<file path="src/cfs_pkg.sv">
// Constants, types and state layout shared by the compressor fault supervisor.
package cfs_pkg;

    // ==========================================================
    // Clock and time base
    // ==========================================================
    localparam int CLK_HZ      = 200_000_000;   // System clock rate in Hz.
    localparam int SEC_PER_MIN = 60;
    localparam int RETRY_MIN   = 20;            // Spacing of automatic restarts.
    localparam int HOLD_MIN    = 19;            // Clear lockout inside a retry interval.
    localparam int IDLE_SEC    = 30;            // Button idle time before going home.
    localparam logic [10:0] RETRY_SEC = 11'(RETRY_MIN * SEC_PER_MIN);
    localparam logic [10:0] HOLD_SEC  = 11'(HOLD_MIN * SEC_PER_MIN);
    localparam logic [4:0]  IDLE_CNT  = 5'(IDLE_SEC);
    localparam logic [2:0]  MAX_TRIES = 3'h5;   // Automatic restart attempts.

    // ==========================================================
    // Monitor points and limits
    // ==========================================================
    localparam int NPT  = 7;
    localparam int P_HE = 0;                    // Helium discharge temperature.
    localparam int P_WT = 1;                    // Water supply temperature.
    localparam int P_WF = 2;                    // Water flow.
    localparam int P_MT = 3;                    // Motor winding temperature.
    localparam int P_PH = 4;                    // Phase sequence.
    localparam int P_RP = 5;                    // Return pressure.
    localparam int P_CF = 6;                    // Cable versus switch configuration.
    localparam logic [NPT-1:0] SHUT_MASK = 7'h79;   // Shutdown-class points.
    localparam logic [7:0] HE_LIMIT = 8'h5d;    // 93 C.
    localparam logic [7:0] WT_LIMIT = 8'h23;    // 35 C.
    localparam logic [7:0] RP_LIMIT = 8'h0f;    // 15 psig.

    // ==========================================================
    // Display lines and indications
    // ==========================================================
    typedef enum logic [3:0] {
        L_ET = 4'h0, L_HE = 4'h1, L_WT = 4'h2, L_WF = 4'h3,
        L_MT = 4'h4, L_PH = 4'h5, L_RP = 4'h6, L_ADS = 4'h7,
        L_CF = 4'h8, L_RPV = 4'h9, L_SW = 4'ha, L_CH = 4'hb
    } cfs_line_type;
    typedef enum logic [1:0] {
        DS_OK = 2'h0, DS_ERR = 2'h1, DS_FAIL = 2'h2, DS_INFO = 2'h3
    } cfs_disp_type;
    typedef enum logic [1:0] {
        RS_IDLE = 2'h0, RS_WAIT = 2'h1, RS_LOCK = 2'h2
    } cfs_retry_type;

    // Display line that shows each monitor point.
    function automatic cfs_line_type pt_line(input int i);
        case (i)
            P_HE:    pt_line = L_HE;
            P_WT:    pt_line = L_WT;
            P_WF:    pt_line = L_WF;
            P_MT:    pt_line = L_MT;
            P_PH:    pt_line = L_PH;
            P_RP:    pt_line = L_RP;
            default: pt_line = L_CF;
        endcase
    endfunction

    // ==========================================================
    // Register map
    // ==========================================================
    localparam logic [11:0] A_STATUS = 12'h000;
    localparam logic [11:0] A_CTRL   = 12'h004;
    localparam int CTRL_AUTO = 0;               // Automatic restart enable.
    localparam int CTRL_CLR  = 1;               // Write one: software clear pulse.
    localparam logic CTRL_AUTO_RST = 1'b1;
    localparam int ST_ERR = 0, ST_FAIL = 7, ST_DRV = 14, ST_TRY = 15;
    localparam int ST_RS = 18, ST_LINE = 20;

    // ==========================================================
    // Pin bundle and module state
    // ==========================================================
    typedef struct packed {
        logic [7:0]     he_temp;
        logic [7:0]     water_temp;
        logic [7:0]     ret_press;
        logic           flow_err;
        logic           motor_err;
        logic           phase_err;
        logic           cfg_sw;
        logic           cfg_cable;
        logic           btn_up;
        logic           btn_dn;
        logic           remote_clr;
        logic           on_req;
        logic [NPT-1:0] sens_open;
    } cfs_pin_type;

    typedef struct packed {
        cfs_pin_type    s1;
        cfs_pin_type    s2;
        logic           up_q;
        logic           dn_q;
        logic           rclr_q;
        logic [NPT-1:0] err;
        cfs_line_type   line;
        cfs_disp_type   dstate;
        logic           idle_run;
        logic [4:0]     isec;
        cfs_retry_type  rs;
        logic [2:0]     tries;
        logic [10:0]    rsec;
        logic [27:0]    pre;
        logic           auto_en;
        logic           drive;
        logic [31:0]    prdata;
    } cfs_state_type;

endpackage

</file>
<file path="src/cfs_top.sv">
// Compressor fault supervisor: fault latches, motor interlock, restart and display.
`timescale 1ns/1ps

module cfs_top #(
    parameter int TICK_CYCLES = cfs_pkg::CLK_HZ     // Clock cycles per second tick.
) (
    input  wire logic                    sys_clk_i,      // System clock, 200 MHz.
    input  wire logic                    reset_n_i,      // Synchronous reset, active low.
    input  wire logic                    ce_i,           // Clock enable; low freezes all.
    input  wire logic [7:0]              he_temp_i,      // Helium discharge temp, deg C.
    input  wire logic [7:0]              water_temp_i,   // Water supply temp, deg C.
    input  wire logic [7:0]              ret_press_i,    // Return pressure, psig.
    input  wire logic                    flow_err_i,     // Low water flow detected.
    input  wire logic                    motor_err_i,    // Motor protector open.
    input  wire logic                    phase_err_i,    // Phase sequence or fuse fault.
    input  wire logic                    cfg_sw_i,       // Local switch: 1 selects mode 2.
    input  wire logic                    cfg_cable_i,    // Mode wired by remote cable.
    input  wire logic                    btn_up_i,       // Display up button.
    input  wire logic                    btn_dn_i,       // Display down button.
    input  wire logic                    remote_clr_i,   // Connector clear signal.
    input  wire logic                    on_req_i,       // Operator run request.
    input  wire logic [cfs_pkg::NPT-1:0] sens_open_i,    // Sensor disconnected flags.
    input  wire logic                    psel,           // APB select.
    input  wire logic                    penable,        // APB enable.
    input  wire logic                    pwrite,         // APB write.
    input  wire logic [11:0]             paddr,          // APB byte address.
    input  wire logic [31:0]             pwdata,         // APB write data.
    output logic                         pready,         // APB ready, always high.
    output logic [31:0]                  prdata,         // APB read data.
    output logic                         pslverr,        // APB error on unmapped address.
    output logic                         comp_drive_o,   // Compressor motor drive.
    output logic                         coldhead_drive_o, // Cold-head valve drive.
    output logic [cfs_pkg::NPT-1:0]      diag_err_o,     // Connector error lines.
    output cfs_pkg::cfs_line_type        disp_line_o,    // Display line shown.
    output cfs_pkg::cfs_disp_type        disp_state_o    // Indication of that line.
);

    // Elaboration guard: the prescaler counter is only 28 bits wide.
    if (TICK_CYCLES < 2 || TICK_CYCLES > 2 ** 28) begin : g_tick_check
        $error("TICK_CYCLES out of range");
    end

    cfs_pkg::cfs_state_type st_r;
    cfs_pkg::cfs_state_type st_nxt;
    cfs_pkg::cfs_pin_type   pins;
    logic [cfs_pkg::NPT-1:0] cond;
    logic                    tick;
    logic                    up_ev;
    logic                    dn_ev;
    logic                    both_ev;
    logic                    rclr_ev;
    logic                    apb_acc;
    logic                    apb_map;
    logic                    soft_clr;
    logic                    clr_req;
    logic                    he_hold;
    logic [cfs_pkg::NPT-1:0] clr_mask;

    // ==========================================================
    // Pin capture and fault conditions
    // ==========================================================
    // The mains switch overload trip has no input here at all.
    assign pins = '{he_temp: he_temp_i, water_temp: water_temp_i, ret_press: ret_press_i,
                    flow_err: flow_err_i, motor_err: motor_err_i, phase_err: phase_err_i,
                    cfg_sw: cfg_sw_i, cfg_cable: cfg_cable_i, btn_up: btn_up_i,
                    btn_dn: btn_dn_i, remote_clr: remote_clr_i, on_req: on_req_i,
                    sens_open: sens_open_i};

    // A disconnected sensor reads garbage, so it raises no error of its own.
    always_comb begin
        cond = '0;
        cond[cfs_pkg::P_HE] = st_r.s2.he_temp > cfs_pkg::HE_LIMIT;
        cond[cfs_pkg::P_WT] = st_r.s2.water_temp > cfs_pkg::WT_LIMIT;
        cond[cfs_pkg::P_WF] = st_r.s2.flow_err;
        cond[cfs_pkg::P_MT] = st_r.s2.motor_err;
        cond[cfs_pkg::P_PH] = st_r.s2.phase_err;
        cond[cfs_pkg::P_RP] = st_r.s2.ret_press < cfs_pkg::RP_LIMIT;
        cond[cfs_pkg::P_CF] = st_r.s2.cfg_sw != st_r.s2.cfg_cable;
        cond = cond & ~st_r.s2.sens_open;
    end

    // ==========================================================
    // Events and APB decode
    // ==========================================================
    // Edges are taken from the second synchroniser stage only.
    assign tick    = st_r.pre == 28'(TICK_CYCLES - 1);
    assign up_ev   = st_r.s2.btn_up & ~st_r.up_q;
    assign dn_ev   = st_r.s2.btn_dn & ~st_r.dn_q;
    assign both_ev = (up_ev | dn_ev) & st_r.s2.btn_up & st_r.s2.btn_dn;
    assign rclr_ev = st_r.s2.remote_clr & ~st_r.rclr_q;
    assign apb_acc = psel & penable;
    assign apb_map = paddr == cfs_pkg::A_STATUS || paddr == cfs_pkg::A_CTRL;
    assign soft_clr = apb_acc & pwrite & paddr == cfs_pkg::A_CTRL & pwdata[cfs_pkg::CTRL_CLR];

    // Remote and software clears request a clear in both modes, the buttons only in mode 1.
    assign clr_req = rclr_ev | soft_clr | (both_ev & ~st_r.s2.cfg_sw);
    // In mode 2 a helium clear is ignored early in a retry interval to stop
    // the compressor from cycling on and off.
    assign he_hold = st_r.s2.cfg_sw & st_r.rs == cfs_pkg::RS_WAIT
                     & st_r.rsec < cfs_pkg::HOLD_SEC;
    always_comb begin
        clr_mask = clr_req ? '1 : '0;
        clr_mask[cfs_pkg::P_HE] = clr_req & ~he_hold;
    end

    assign pready  = 1'b1;
    assign pslverr = apb_acc & ~apb_map;
    assign prdata  = st_r.prdata;
    assign comp_drive_o     = st_r.drive;
    assign coldhead_drive_o = st_r.drive;
    assign diag_err_o       = st_r.err;
    assign disp_line_o      = st_r.line;
    assign disp_state_o     = st_r.dstate;

    // ==========================================================
    // Next state
    // ==========================================================
    always_comb begin
        st_nxt = st_r;
        st_nxt.s1 = pins;
        st_nxt.s2 = st_r.s1;
        st_nxt.up_q = st_r.s2.btn_up;
        st_nxt.dn_q = st_r.s2.btn_dn;
        st_nxt.rclr_q = st_r.s2.remote_clr;
        st_nxt.pre = tick ? '0 : st_r.pre + 28'h1;

        // Present conditions keep their latch set: the set wins over a clear.
        st_nxt.err = (st_r.err & ~clr_mask) | cond;

        // Automatic restart after a helium over-temperature shutdown.
        case (st_r.rs)
            cfs_pkg::RS_IDLE: begin
                if (st_nxt.err[cfs_pkg::P_HE] && st_r.auto_en) begin
                    st_nxt.rs   = cfs_pkg::RS_WAIT;
                    st_nxt.rsec = '0;
                end
            end
            cfs_pkg::RS_WAIT: begin
                if (tick) begin
                    st_nxt.rsec = st_r.rsec + 11'h1;
                end
                if (tick && st_r.rsec == cfs_pkg::RETRY_SEC - 11'h1) begin
                    st_nxt.rsec  = '0;
                    st_nxt.tries = st_r.tries + 3'h1;
                    if (!cond[cfs_pkg::P_HE]) begin
                        st_nxt.err[cfs_pkg::P_HE] = 1'b0;
                        st_nxt.rs = cfs_pkg::RS_IDLE;
                    end
                    if (st_r.tries == cfs_pkg::MAX_TRIES - 3'h1 && cond[cfs_pkg::P_HE]) begin
                        st_nxt.rs = cfs_pkg::RS_LOCK;
                    end
                end
            end
            cfs_pkg::RS_LOCK: begin
                st_nxt.rs = cfs_pkg::RS_LOCK;
            end
            default: begin
                st_nxt.rs = cfs_pkg::RS_IDLE;
            end
        endcase
        // Once the attempts are spent only an external clear starts again.
        if (st_r.rs == cfs_pkg::RS_IDLE && st_r.tries == cfs_pkg::MAX_TRIES
                && st_nxt.err[cfs_pkg::P_HE]) begin
            st_nxt.rs = cfs_pkg::RS_LOCK;
        end
        if (clr_mask[cfs_pkg::P_HE]) begin
            st_nxt.tries = '0;
            if (!cond[cfs_pkg::P_HE]) begin
                st_nxt.rs = cfs_pkg::RS_IDLE;
            end
        end

        // Motor drives follow the run request unless a shutdown is latched.
        st_nxt.drive = st_r.s2.on_req & ~|(st_nxt.err & cfs_pkg::SHUT_MASK);

        // Display stepping with wrap; the cold-head line only while stopped.
        if (!both_ev && (up_ev || dn_ev)) begin
            st_nxt.idle_run = 1'b1;
            st_nxt.isec = '0;
            if (dn_ev) begin
                st_nxt.line = (st_r.line >= cfs_pkg::L_SW && st_r.drive)
                    || st_r.line == cfs_pkg::L_CH ? cfs_pkg::L_ET
                    : cfs_pkg::cfs_line_type'(st_r.line + 4'h1);
            end else begin
                st_nxt.line = st_r.line == cfs_pkg::L_ET
                    ? (st_r.drive ? cfs_pkg::L_SW : cfs_pkg::L_CH)
                    : cfs_pkg::cfs_line_type'(st_r.line - 4'h1);
            end
        end else if (st_r.idle_run && tick) begin
            st_nxt.isec = st_r.isec + 5'h1;
            if (st_r.isec == cfs_pkg::IDLE_CNT - 5'h1) begin
                st_nxt.idle_run = 1'b0;
                st_nxt.line = cfs_pkg::L_ET;
            end
        end
        if (st_r.drive && st_nxt.line == cfs_pkg::L_CH) begin
            st_nxt.line = cfs_pkg::L_ET;
        end
        // Newly failed points jump to the top; the highest index wins a tie,
        // and older errors stay latched so scrolling still finds them.
        for (int i = 0; i < cfs_pkg::NPT; i++) begin
            if (st_nxt.err[i] && !st_r.err[i]) begin
                st_nxt.line = cfs_pkg::pt_line(i);
            end
        end

        // Indication of the shown line: FAIL beats ERR beats OK.
        st_nxt.dstate = cfs_pkg::DS_INFO;
        for (int i = 0; i < cfs_pkg::NPT; i++) begin
            if (cfs_pkg::pt_line(i) == st_nxt.line) begin
                st_nxt.dstate = st_r.s2.sens_open[i] ? cfs_pkg::DS_FAIL
                    : st_nxt.err[i] ? cfs_pkg::DS_ERR
                    : cfs_pkg::DS_OK;
            end
        end

        // Register writes and the read word captured in the setup phase.
        if (apb_acc && pwrite && paddr == cfs_pkg::A_CTRL) begin
            st_nxt.auto_en = pwdata[cfs_pkg::CTRL_AUTO];
        end
        if (psel && !penable) begin
            st_nxt.prdata = '0;
            if (paddr == cfs_pkg::A_STATUS) begin
                st_nxt.prdata[cfs_pkg::ST_ERR +: cfs_pkg::NPT]  = st_r.err;
                st_nxt.prdata[cfs_pkg::ST_FAIL +: cfs_pkg::NPT] = st_r.s2.sens_open;
                st_nxt.prdata[cfs_pkg::ST_DRV] = st_r.drive;
                st_nxt.prdata[cfs_pkg::ST_TRY +: 3] = st_r.tries;
                st_nxt.prdata[cfs_pkg::ST_RS +: 2] = st_r.rs;
                st_nxt.prdata[cfs_pkg::ST_LINE +: 4] = st_r.line;
            end else if (paddr == cfs_pkg::A_CTRL) begin
                st_nxt.prdata[cfs_pkg::CTRL_AUTO] = st_r.auto_en;
            end
        end
    end

    // ==========================================================
    // State register
    // ==========================================================
    // Power-up reset clears every latch and the restart count.
    always_ff @(posedge sys_clk_i) begin
        if (!reset_n_i) begin
            st_r <= '0;
            st_r.auto_en <= cfs_pkg::CTRL_AUTO_RST;
            // Zero pressure in the empty synchroniser would latch a false loss of
            // charge, so both stages start at the limit, which is not a fault.
            st_r.s1.ret_press <= cfs_pkg::RP_LIMIT;
            st_r.s2.ret_press <= cfs_pkg::RP_LIMIT;
        end else if (ce_i) begin
            st_r <= st_nxt;
        end
    end
endmodule

</file>
<file path="config.mk">
export PLATFORM = sky130hd
export DESIGN_NAME = cfs_top
export DESIGN_NICKNAME = d
export VERILOG_FILES = /design/src/cfs_pkg.sv /design/src/cfs_top.sv
export SDC_FILE = /design/constraint.sdc
export NUM_CORES = 1
export LEC_CHECK = 0
export BUFFER_PORTS_ARGS = -buffer_cell sky130_fd_sc_hd__buf_2
export CORE_MARGIN = 3
export CORE_UTILIZATION = 51
export DETAILED_ROUTE_END_ITERATION = 10
export PLACE_DENSITY_LB_ADDON = 0.08
export SYNTH_ARGS = -nofsm -noshare
export SYNTH_HDL_FRONTEND = slang
export SYNTH_SLANG_ARGS = --single-unit
export TNS_END_PERCENT = 50
</file>
<file path="constraint.sdc">
create_clock -name sys_clk_i -period 3 [get_ports sys_clk_i]
set_input_delay 0.15 -clock sys_clk_i [delete_from_list [all_inputs] [get_ports sys_clk_i]]
set_output_delay 0.15 -clock sys_clk_i [all_outputs]
set_load 0.005 [all_outputs]
</file>
==> results.md, run 1 <==
- Status: finished with violations
- Failing checks: setup timing
- Diodes inserted: 0
- Syn Inst Count: 911
- Largest delay share family, worst path: simple AND/OR/NAND/NOR gates
- Fill count: 1258
- Seq. cell area: 3330 um^2
- Cell variety after synth: 71
- #FFs+latches synth: 166
- Die Area: 17700 um^2
- Largest net degree at the start of global routing: 54
- Critical path type: reg -> reg
- DRT Wirelength: 20.2 mm
- Sum Neg Setup Slack: -273 ps
- Avg Cell Area, Syn: 9.02 um^2
- CP startpoint kind: flip-flop
- DR iter-0 viols: 410
- Pwr Total: 0.00527 W
- Hold Crit Class: in -> reg
- CTS buffer count: 17
- Ys async rst share: 0%
- Met2 GRT Util: 37.9%
- Top FF cell, synth: dfxtp_1
- Largest cells by area after synthesis: dfxtp_1, mux2i_1, nor2b_1
- Worst VDD drop: 0.000493 V
- Avg WL per Cell: 15.8 um
- Buffers on Ports: 96
- Initial antenna violation count: 0
- Final core utilization: 65.2%
- Clock skew: 10.6 ps
- Max Slew Vio Count: 0
- Most frequent cell after synthesis: dfxtp_1
- Initial Util: 53.1%
- Grt met1 use: 29.9%
- Core Region: 15500 um^2
- Die height: 133 um
- Area of the multi-input gates: 4400 um^2
- IO Pins: 139
- Clock latency on the worst-skew pair: 430 ps
- Via/cell ratio: 5.44
- Fin. Hold Viols: 0
- Hold path depth: 3
- H-tree levels: 4
- Cell accounting for the most synthesized area: dfxtp_1
- Post-synth EDFFs: 0
- Worst r2r src: st_r[35]
- CTS sink cnt: 166
- Sequential-to-total area share from yosys stat: 40.4%
- Place WS: -125 ps
- Die X-Extent: 133 um
- Period utilization: 105%
- Clock transition at path regs: 70 ps
- Top cell type's share of synthesized area: 40.4%
- Worst path cell trace: ha_4 -> nand4_1 -> or3_1 -> or4_4 -> or3_4 -> a2111oi_4 -> o21ai_2 -> or3_1 -> a211oi_1 -> a211oi_1
- Ys Warns: 0
- First-pass GRT wire length: 33.5 mm
- Crit Path Max Fanout: 5
- Max Root-Sink Buffers: 2
- Slowest stage cell, crit path: or4_4
- Min Tclk post-route: 3150 ps
- Antenna-violating nets left: 0
- Vias in the first global route: 6672
- DR DRC count: 0
- Area grow syn2layout: 22.8%
- Final-report setup violation count: 2
- Routability cong.: 0.924
- Slew at the pin closest to its max-slew limit: 825 ps
- Hold EP: st_nxt[114]
- Reg2Reg Depth: 10
- Power Density: 522 nW/um^2
- Gr usage total: 23.1%
- Hold Path Origin: motor_err_i
- Worst Setup End Kind: flip-flop
- Post-DP HPWL: 14.7 mm
- Post-Synthesis Cell Area: 8220 um^2
- M3 GR Usage: 5.82%
- 1st-pass router iterations: 5
- Synth top cells by count: dfxtp_1, nor2b_1, mux2i_1
- Final-stage net count: 1156
- Worst path arrival time: 3450 ps
- R2r endpoint: disp_state_o[0]
- Max incr delay on CP: 450 ps
- Max cap viols: 0
- GRT Max-Usage Layer: met2
- Layout cells sized above 1: 21.5%
- Routed vias: 6958
- Reg2reg setup slack: -150 ps
- Congestion Overflow GR: 0
- Buf+Inv Stages, Crit Path: 0
- CTS tree: yes
- RSZ-0062 raised after global routing: true
- Leakage dissipation: 4.13 nW
- Root buf cell: clkbuf_16
- F_max: 318 MHz
- Rows: 45
- Final WS setup: -149 ps
- Worst EP required: 3300 ps
- Max_slew headroom: 45.0%
-- through the flow --
step	cells	instance area [um^2]	hold WS, ps
floorplan	918	8260	275
global placement	1212	9070	371
CTS	1278	10000	1.74
finish	1280	10100	7.51
global route	1280	10100	2.15
detailed placement	1212	9070	373
-- where the power goes --
part | internal, W | switching (W)
Clock | 0.00133 | 0.000946
Sequential | 0.00227 | 0.0000596
Combinational | 0.000321 | 0.000338
Total | 0.00393 | 0.00134
-- cell type report --
type / count / area share [%]
Timing Repair Buffer: 209 / 14.0
Tap cell: 211 / 2.62
Multi-Input combinational cell: 644 / 43.6
Clock inverter: 15 / 1.88
Sequential cell: 166 / 33.0
Clock buffer: 17 / 4.22
Inverter: 18 / 0.670
-- cells in the final DEF (no fill, tap or decap), drive strengths merged, types with 5 or more instances in the layout --
cell type    instances
nor3                11
buf                175
conb                 9
nand4               19
a22oi               26
nor4bb               5
or3                 10
xnor2               16
dlygate4sd3         34
nand2               68
nand3               20
o21ai               20
and3                 5
nor2b              105
nor4                13
o21a                 5
a21oi               22
and2                 7
clkbuf              17
xor2                22
nand2b               5
a21boi               6
nor2                69
and4                 7
dfxtp              166
ha                  10
inv                 25
mux2i               82
a31oi                9
-- registers in the layout, indices dropped and copies added, names as in the netlist --
signal / cells
diag_err_o: 7
st_r: 88
coldhead_drive_o: 1
disp_state_o: 2
prdata: 24
st_nxt: 40
disp_line_o: 4
-- cells by family (layout without fill, tap and decap cells) --
| family | count (synthesis) | count (layout) | synth area share (%) |
|---|---|---|---|
| xor gates and xnor gates | 38 | 38 | 4.05 |
| buffers and inverters | 108 | 259 | 7.08 |
| other | 2 | 9 | 0.0914 |
| adders and majority gates | 10 | 10 | 1.52 |
| DFF | 166 | 166 | 40.4 |
| muxes | 82 | 82 | 9.99 |
| and+or+nand+nor | 370 | 370 | 24.6 |
| AOI/OAI and AO/OA | 135 | 135 | 12.2 |
-- worst reg2reg max path: cells and delay by family (launching register included) --
family	cells	cell delay [ps]
simple gates	5	1640
compound gates	4	890
flops	1	350
fa+ha+maj	1	150
-- per-layer routing --
layer  share of wire, %  vias up
met5                  0        -
met4                2.0        0
met3                4.7       35
met2                 48      167
met1                 46     3305
li1                   -     3451
-- how the worst max path moves through the flow --
stage | from | end | slack (ps) | cells past startpoint
floorplan | st_r[35] | disp_state_o[1] | 30 | 10
global placement | st_r[49] | disp_state_o[1] | -90 | 9
detailed placement | st_r[53] | disp_state_o[1] | -120 | 9
CTS | st_r[35] | disp_state_o[1] | -130 | 10
global route | st_r[53] | disp_state_o[0] | -300 | 9
finish | st_r[35] | disp_state_o[0] | -150 | 10
-- timing repair --
item	CTS	global route
hold buffers	34	0
setup buffers	0	2
endpoints found under the setup margin	4	6
gates cloned	0	0
pin swaps	0	1
endpoints found under the hold margin	34	0
resized for setup	3	5
No activity file was read; power rests on OpenSTA's default activity.
==> run 2: changes to the inputs <==
--- a/config.mk
+++ b/config.mk
@@ -10,6 +10,7 @@
 export CORE_UTILIZATION = 51
 export DETAILED_ROUTE_END_ITERATION = 10
 export PLACE_DENSITY_LB_ADDON = 0.08
+export REMOVE_ABC_BUFFERS = 1
 export SYNTH_ARGS = -nofsm -noshare
 export SYNTH_HDL_FRONTEND = slang
 export SYNTH_SLANG_ARGS = --single-unit
==> results.md, run 2 (synthesized netlist as in run 1, its figures left out) <==
- CTS sink cnt: 166 (unchanged)
- Worst path arrival time: 3400 ps (-50 ps)
- Rows: 45 (unchanged)
- Die X-Extent: 133 um (unchanged)
- Min Tclk post-route: 3090 ps (-55.8 ps)
- Final WS setup: -93.4 ps (+55.8 ps)
- Routed vias: 6900 (-0.83%)
- Vias in the first global route: 6820 (+2.2%)
- Power Density: 504 nW/um^2 (-3.5%)
- Root buf cell: clkbuf_16
- Leakage dissipation: 4.13 nW (-0.16%)
- Hold EP: st_nxt[112]
- Core Region: 15500 um^2 (unchanged)
- Clock transition at path regs: 70 ps (about the same)
- Diodes inserted: 0 (unchanged)
- Slew at the pin closest to its max-slew limit: 789 ps (-35.8 ps)
- Crit Path Max Fanout: 4 (-1)
- Reg2Reg Depth: 11 (+1)
- Commonest cells after routing, fill and taps aside: dfxtp_1, nor2b_1, buf_2, mux2i_1, buf_4
- Clock skew: 7.06 ps (-3.58 ps)
- Worst VDD drop: 0.000419 V (-15%)
- Fin cells: 1279 (-0.078%)
- CP startpoint kind: flip-flop
- Die height: 133 um (unchanged)
- Congestion Overflow GR: 0 (unchanged)
- DR DRC count: 0 (unchanged)
- Fin. Hold Viols: 0 (unchanged)
- Max_slew headroom: 46.8% (+1.8 points)
- Period utilization: 103% (-1.9 points)
- IO Pins: 139 (unchanged)
- Max incr delay on CP: 540 ps (+90 ps)
- DRT Wirelength: 19.8 mm (-2.3%)
- Gr usage total: 22.5% (-0.58 points)
- Most common cell after layout, fill and taps aside: dfxtp_1
- Worst Setup End Kind: flip-flop
- DR iter-0 viols: 451 (+10%)
- Critical path type: reg -> reg
- Hold path depth: 3 (unchanged)
- Failing checks: setup timing
- Hold Crit Class: in -> reg
- Reg2reg setup slack: -90 ps (+60 ps)
- Via/cell ratio: 5.39 (-0.76%)
- Final-stage net count: 1155 (-0.087%)
- Fill count: 1305 (+3.7%)
- 1st-pass router iterations: 6 (+1)
- Most flop-heavy register: st_r
- Largest net degree at the start of global routing: 83 (+54%)
- Dpl cells: 1210 (-0.17%)
- Worst path cell trace: nor4bb_2 -> buf_4 -> nand2_2 -> or4_4 -> or3_4 -> a2111oi_4 -> buf_4 -> o21ai_4 -> or3_4 -> nor4_2 -> nor4_2
- Initial antenna violation count: 0 (unchanged)
- RSZ-0062 raised after global routing: true
- Area grow syn2layout: 23.0%
- Status: finished with violations
- CTS tree: yes
- Largest register FFs: 88 (unchanged)
- Antenna-violating nets left: 0 (unchanged)
- Worst EP required: 3310 ps (about the same)
- Initial Util: 53.1% (unchanged)
- Clock latency on the worst-skew pair: 430 ps (about the same)
- Avg WL per Cell: 15.4 um (-2.3%)
- Layout cells sized above 1: 22.7% (+1.1 points)
- Hold Slack: 6.44 ps (-1.06 ps)
- Max cap viols: 0 (unchanged)
- CTS buffer count: 17 (unchanged)
- Post-DP HPWL: 14.0 mm (-4.7%)
- First-pass GRT wire length: 32.8 mm (-2.2%)
- Routability cong.: 0.959 (+3.8%)
- R2r endpoint: disp_state_o[1]
- Worst r2r src: st_r[60]
- Buffers on Ports: 96 (unchanged)
- H-tree levels: 4 (unchanged)
- Max Root-Sink Buffers: 2 (unchanged)
- Max Slew Vio Count: 0 (unchanged)
- Final core utilization: 65.3% (+0.081 points)
- F_max: 323 MHz (+1.8%)
- Hold Path Origin: cfg_sw_i
- Slowest stage cell, crit path: or4_4
- Die Area: 17700 um^2 (unchanged)
- Final-report setup violation count: 2 (unchanged)
==> run 2: cell types whose count changed in the layout (fill, tap and decap cells not counted), sizes merged <==
cell / delta
clkinv: -2
clkbuf: +1
clkinvlp: +1
inv: +3
dlygate4sd3: -1
bufinv: -3
==> run 2: metal layers <==
layer  routed length, um  part of all wire, %  global-route usage (%)
met3                1050                  5.3                    4.37
met1                9220                   47                    29.5
met5                   0                    0                       0
met4                 329                  1.7                    7.74
met2                9150                   46                    37.1
==> run 2: cell type report <==
type	count	area (um^2)	area share, %
Multi-Input combinational cell	644	4460	44.2
Sequential cell	166	3330	32.9
Timing Repair Buffer	208	1410	13.9
Clock buffer	18	439	4.35
Tap cell	211	264	2.61
Clock inverter	14	131	1.30
Inverter	18	67.6	0.669
==> run 2: worst max path at each step <==
stage / to / startpoint / cells after the start / slack (ps)
after floorplan: disp_state_o[0] / st_r[34] / 10 / -260
after CTS: disp_state_o[0] / st_r[34] / 11 / -70
final: disp_state_o[1] / st_r[60] / 11 / -90
after global routing: disp_state_o[1] / st_r[60] / 11 / -270
after detailed placement: disp_state_o[0] / st_r[34] / 10 / -360
after global placement: disp_state_o[0] / st_r[34] / 10 / -270
==> run 2: per-stage QoR <==
| step | area [um^2] | TNS (ps) | total power [W] | setup slack, ps |
|---|---|---|---|---|
| after global routing | 10100 | -536 | 0.00533 | -274 |
| after global placement | 9050 | -589 | 0.00296 | -272 |
| after floorplan | 7730 | -485 | 0.00271 | -258 |
| after CTS | 10100 | -125 | 0.00514 | -66.7 |
| final | 10100 | -184 | 0.00509 | -93.4 |
| after detailed placement | 9050 | -762 | 0.00297 | -360 |
==> run 2: critical path: cells and delay by family (launching register included) <==
kind                   cells  cell delay (ps)
AOI/OAI and AO/OA          2              350
buffers and inverters      2              360
and+or+nand+nor            7             1940
DFF                        1              320
==> run 2: where the power goes <==
group          switching (W)  internal, W  total [W]  leakage [nW]
Sequential         0.0000578      0.00227    0.00233          1.35
Clock               0.000978      0.00112    0.00210         0.274
Combinational       0.000338     0.000325   0.000663          2.50
Total                0.00137      0.00372    0.00509          4.13
==> run 2: what timing repair did <==
action / 4_1_cts / 5_1_grt
hold endpoints to repair: 33 / 0
pin swaps: 13 / 3
resized for setup: 21 / 5
hold buffers: 33 / 0
endpoints found under the setup margin: 4 / 3
setup buffers: 2 / 2
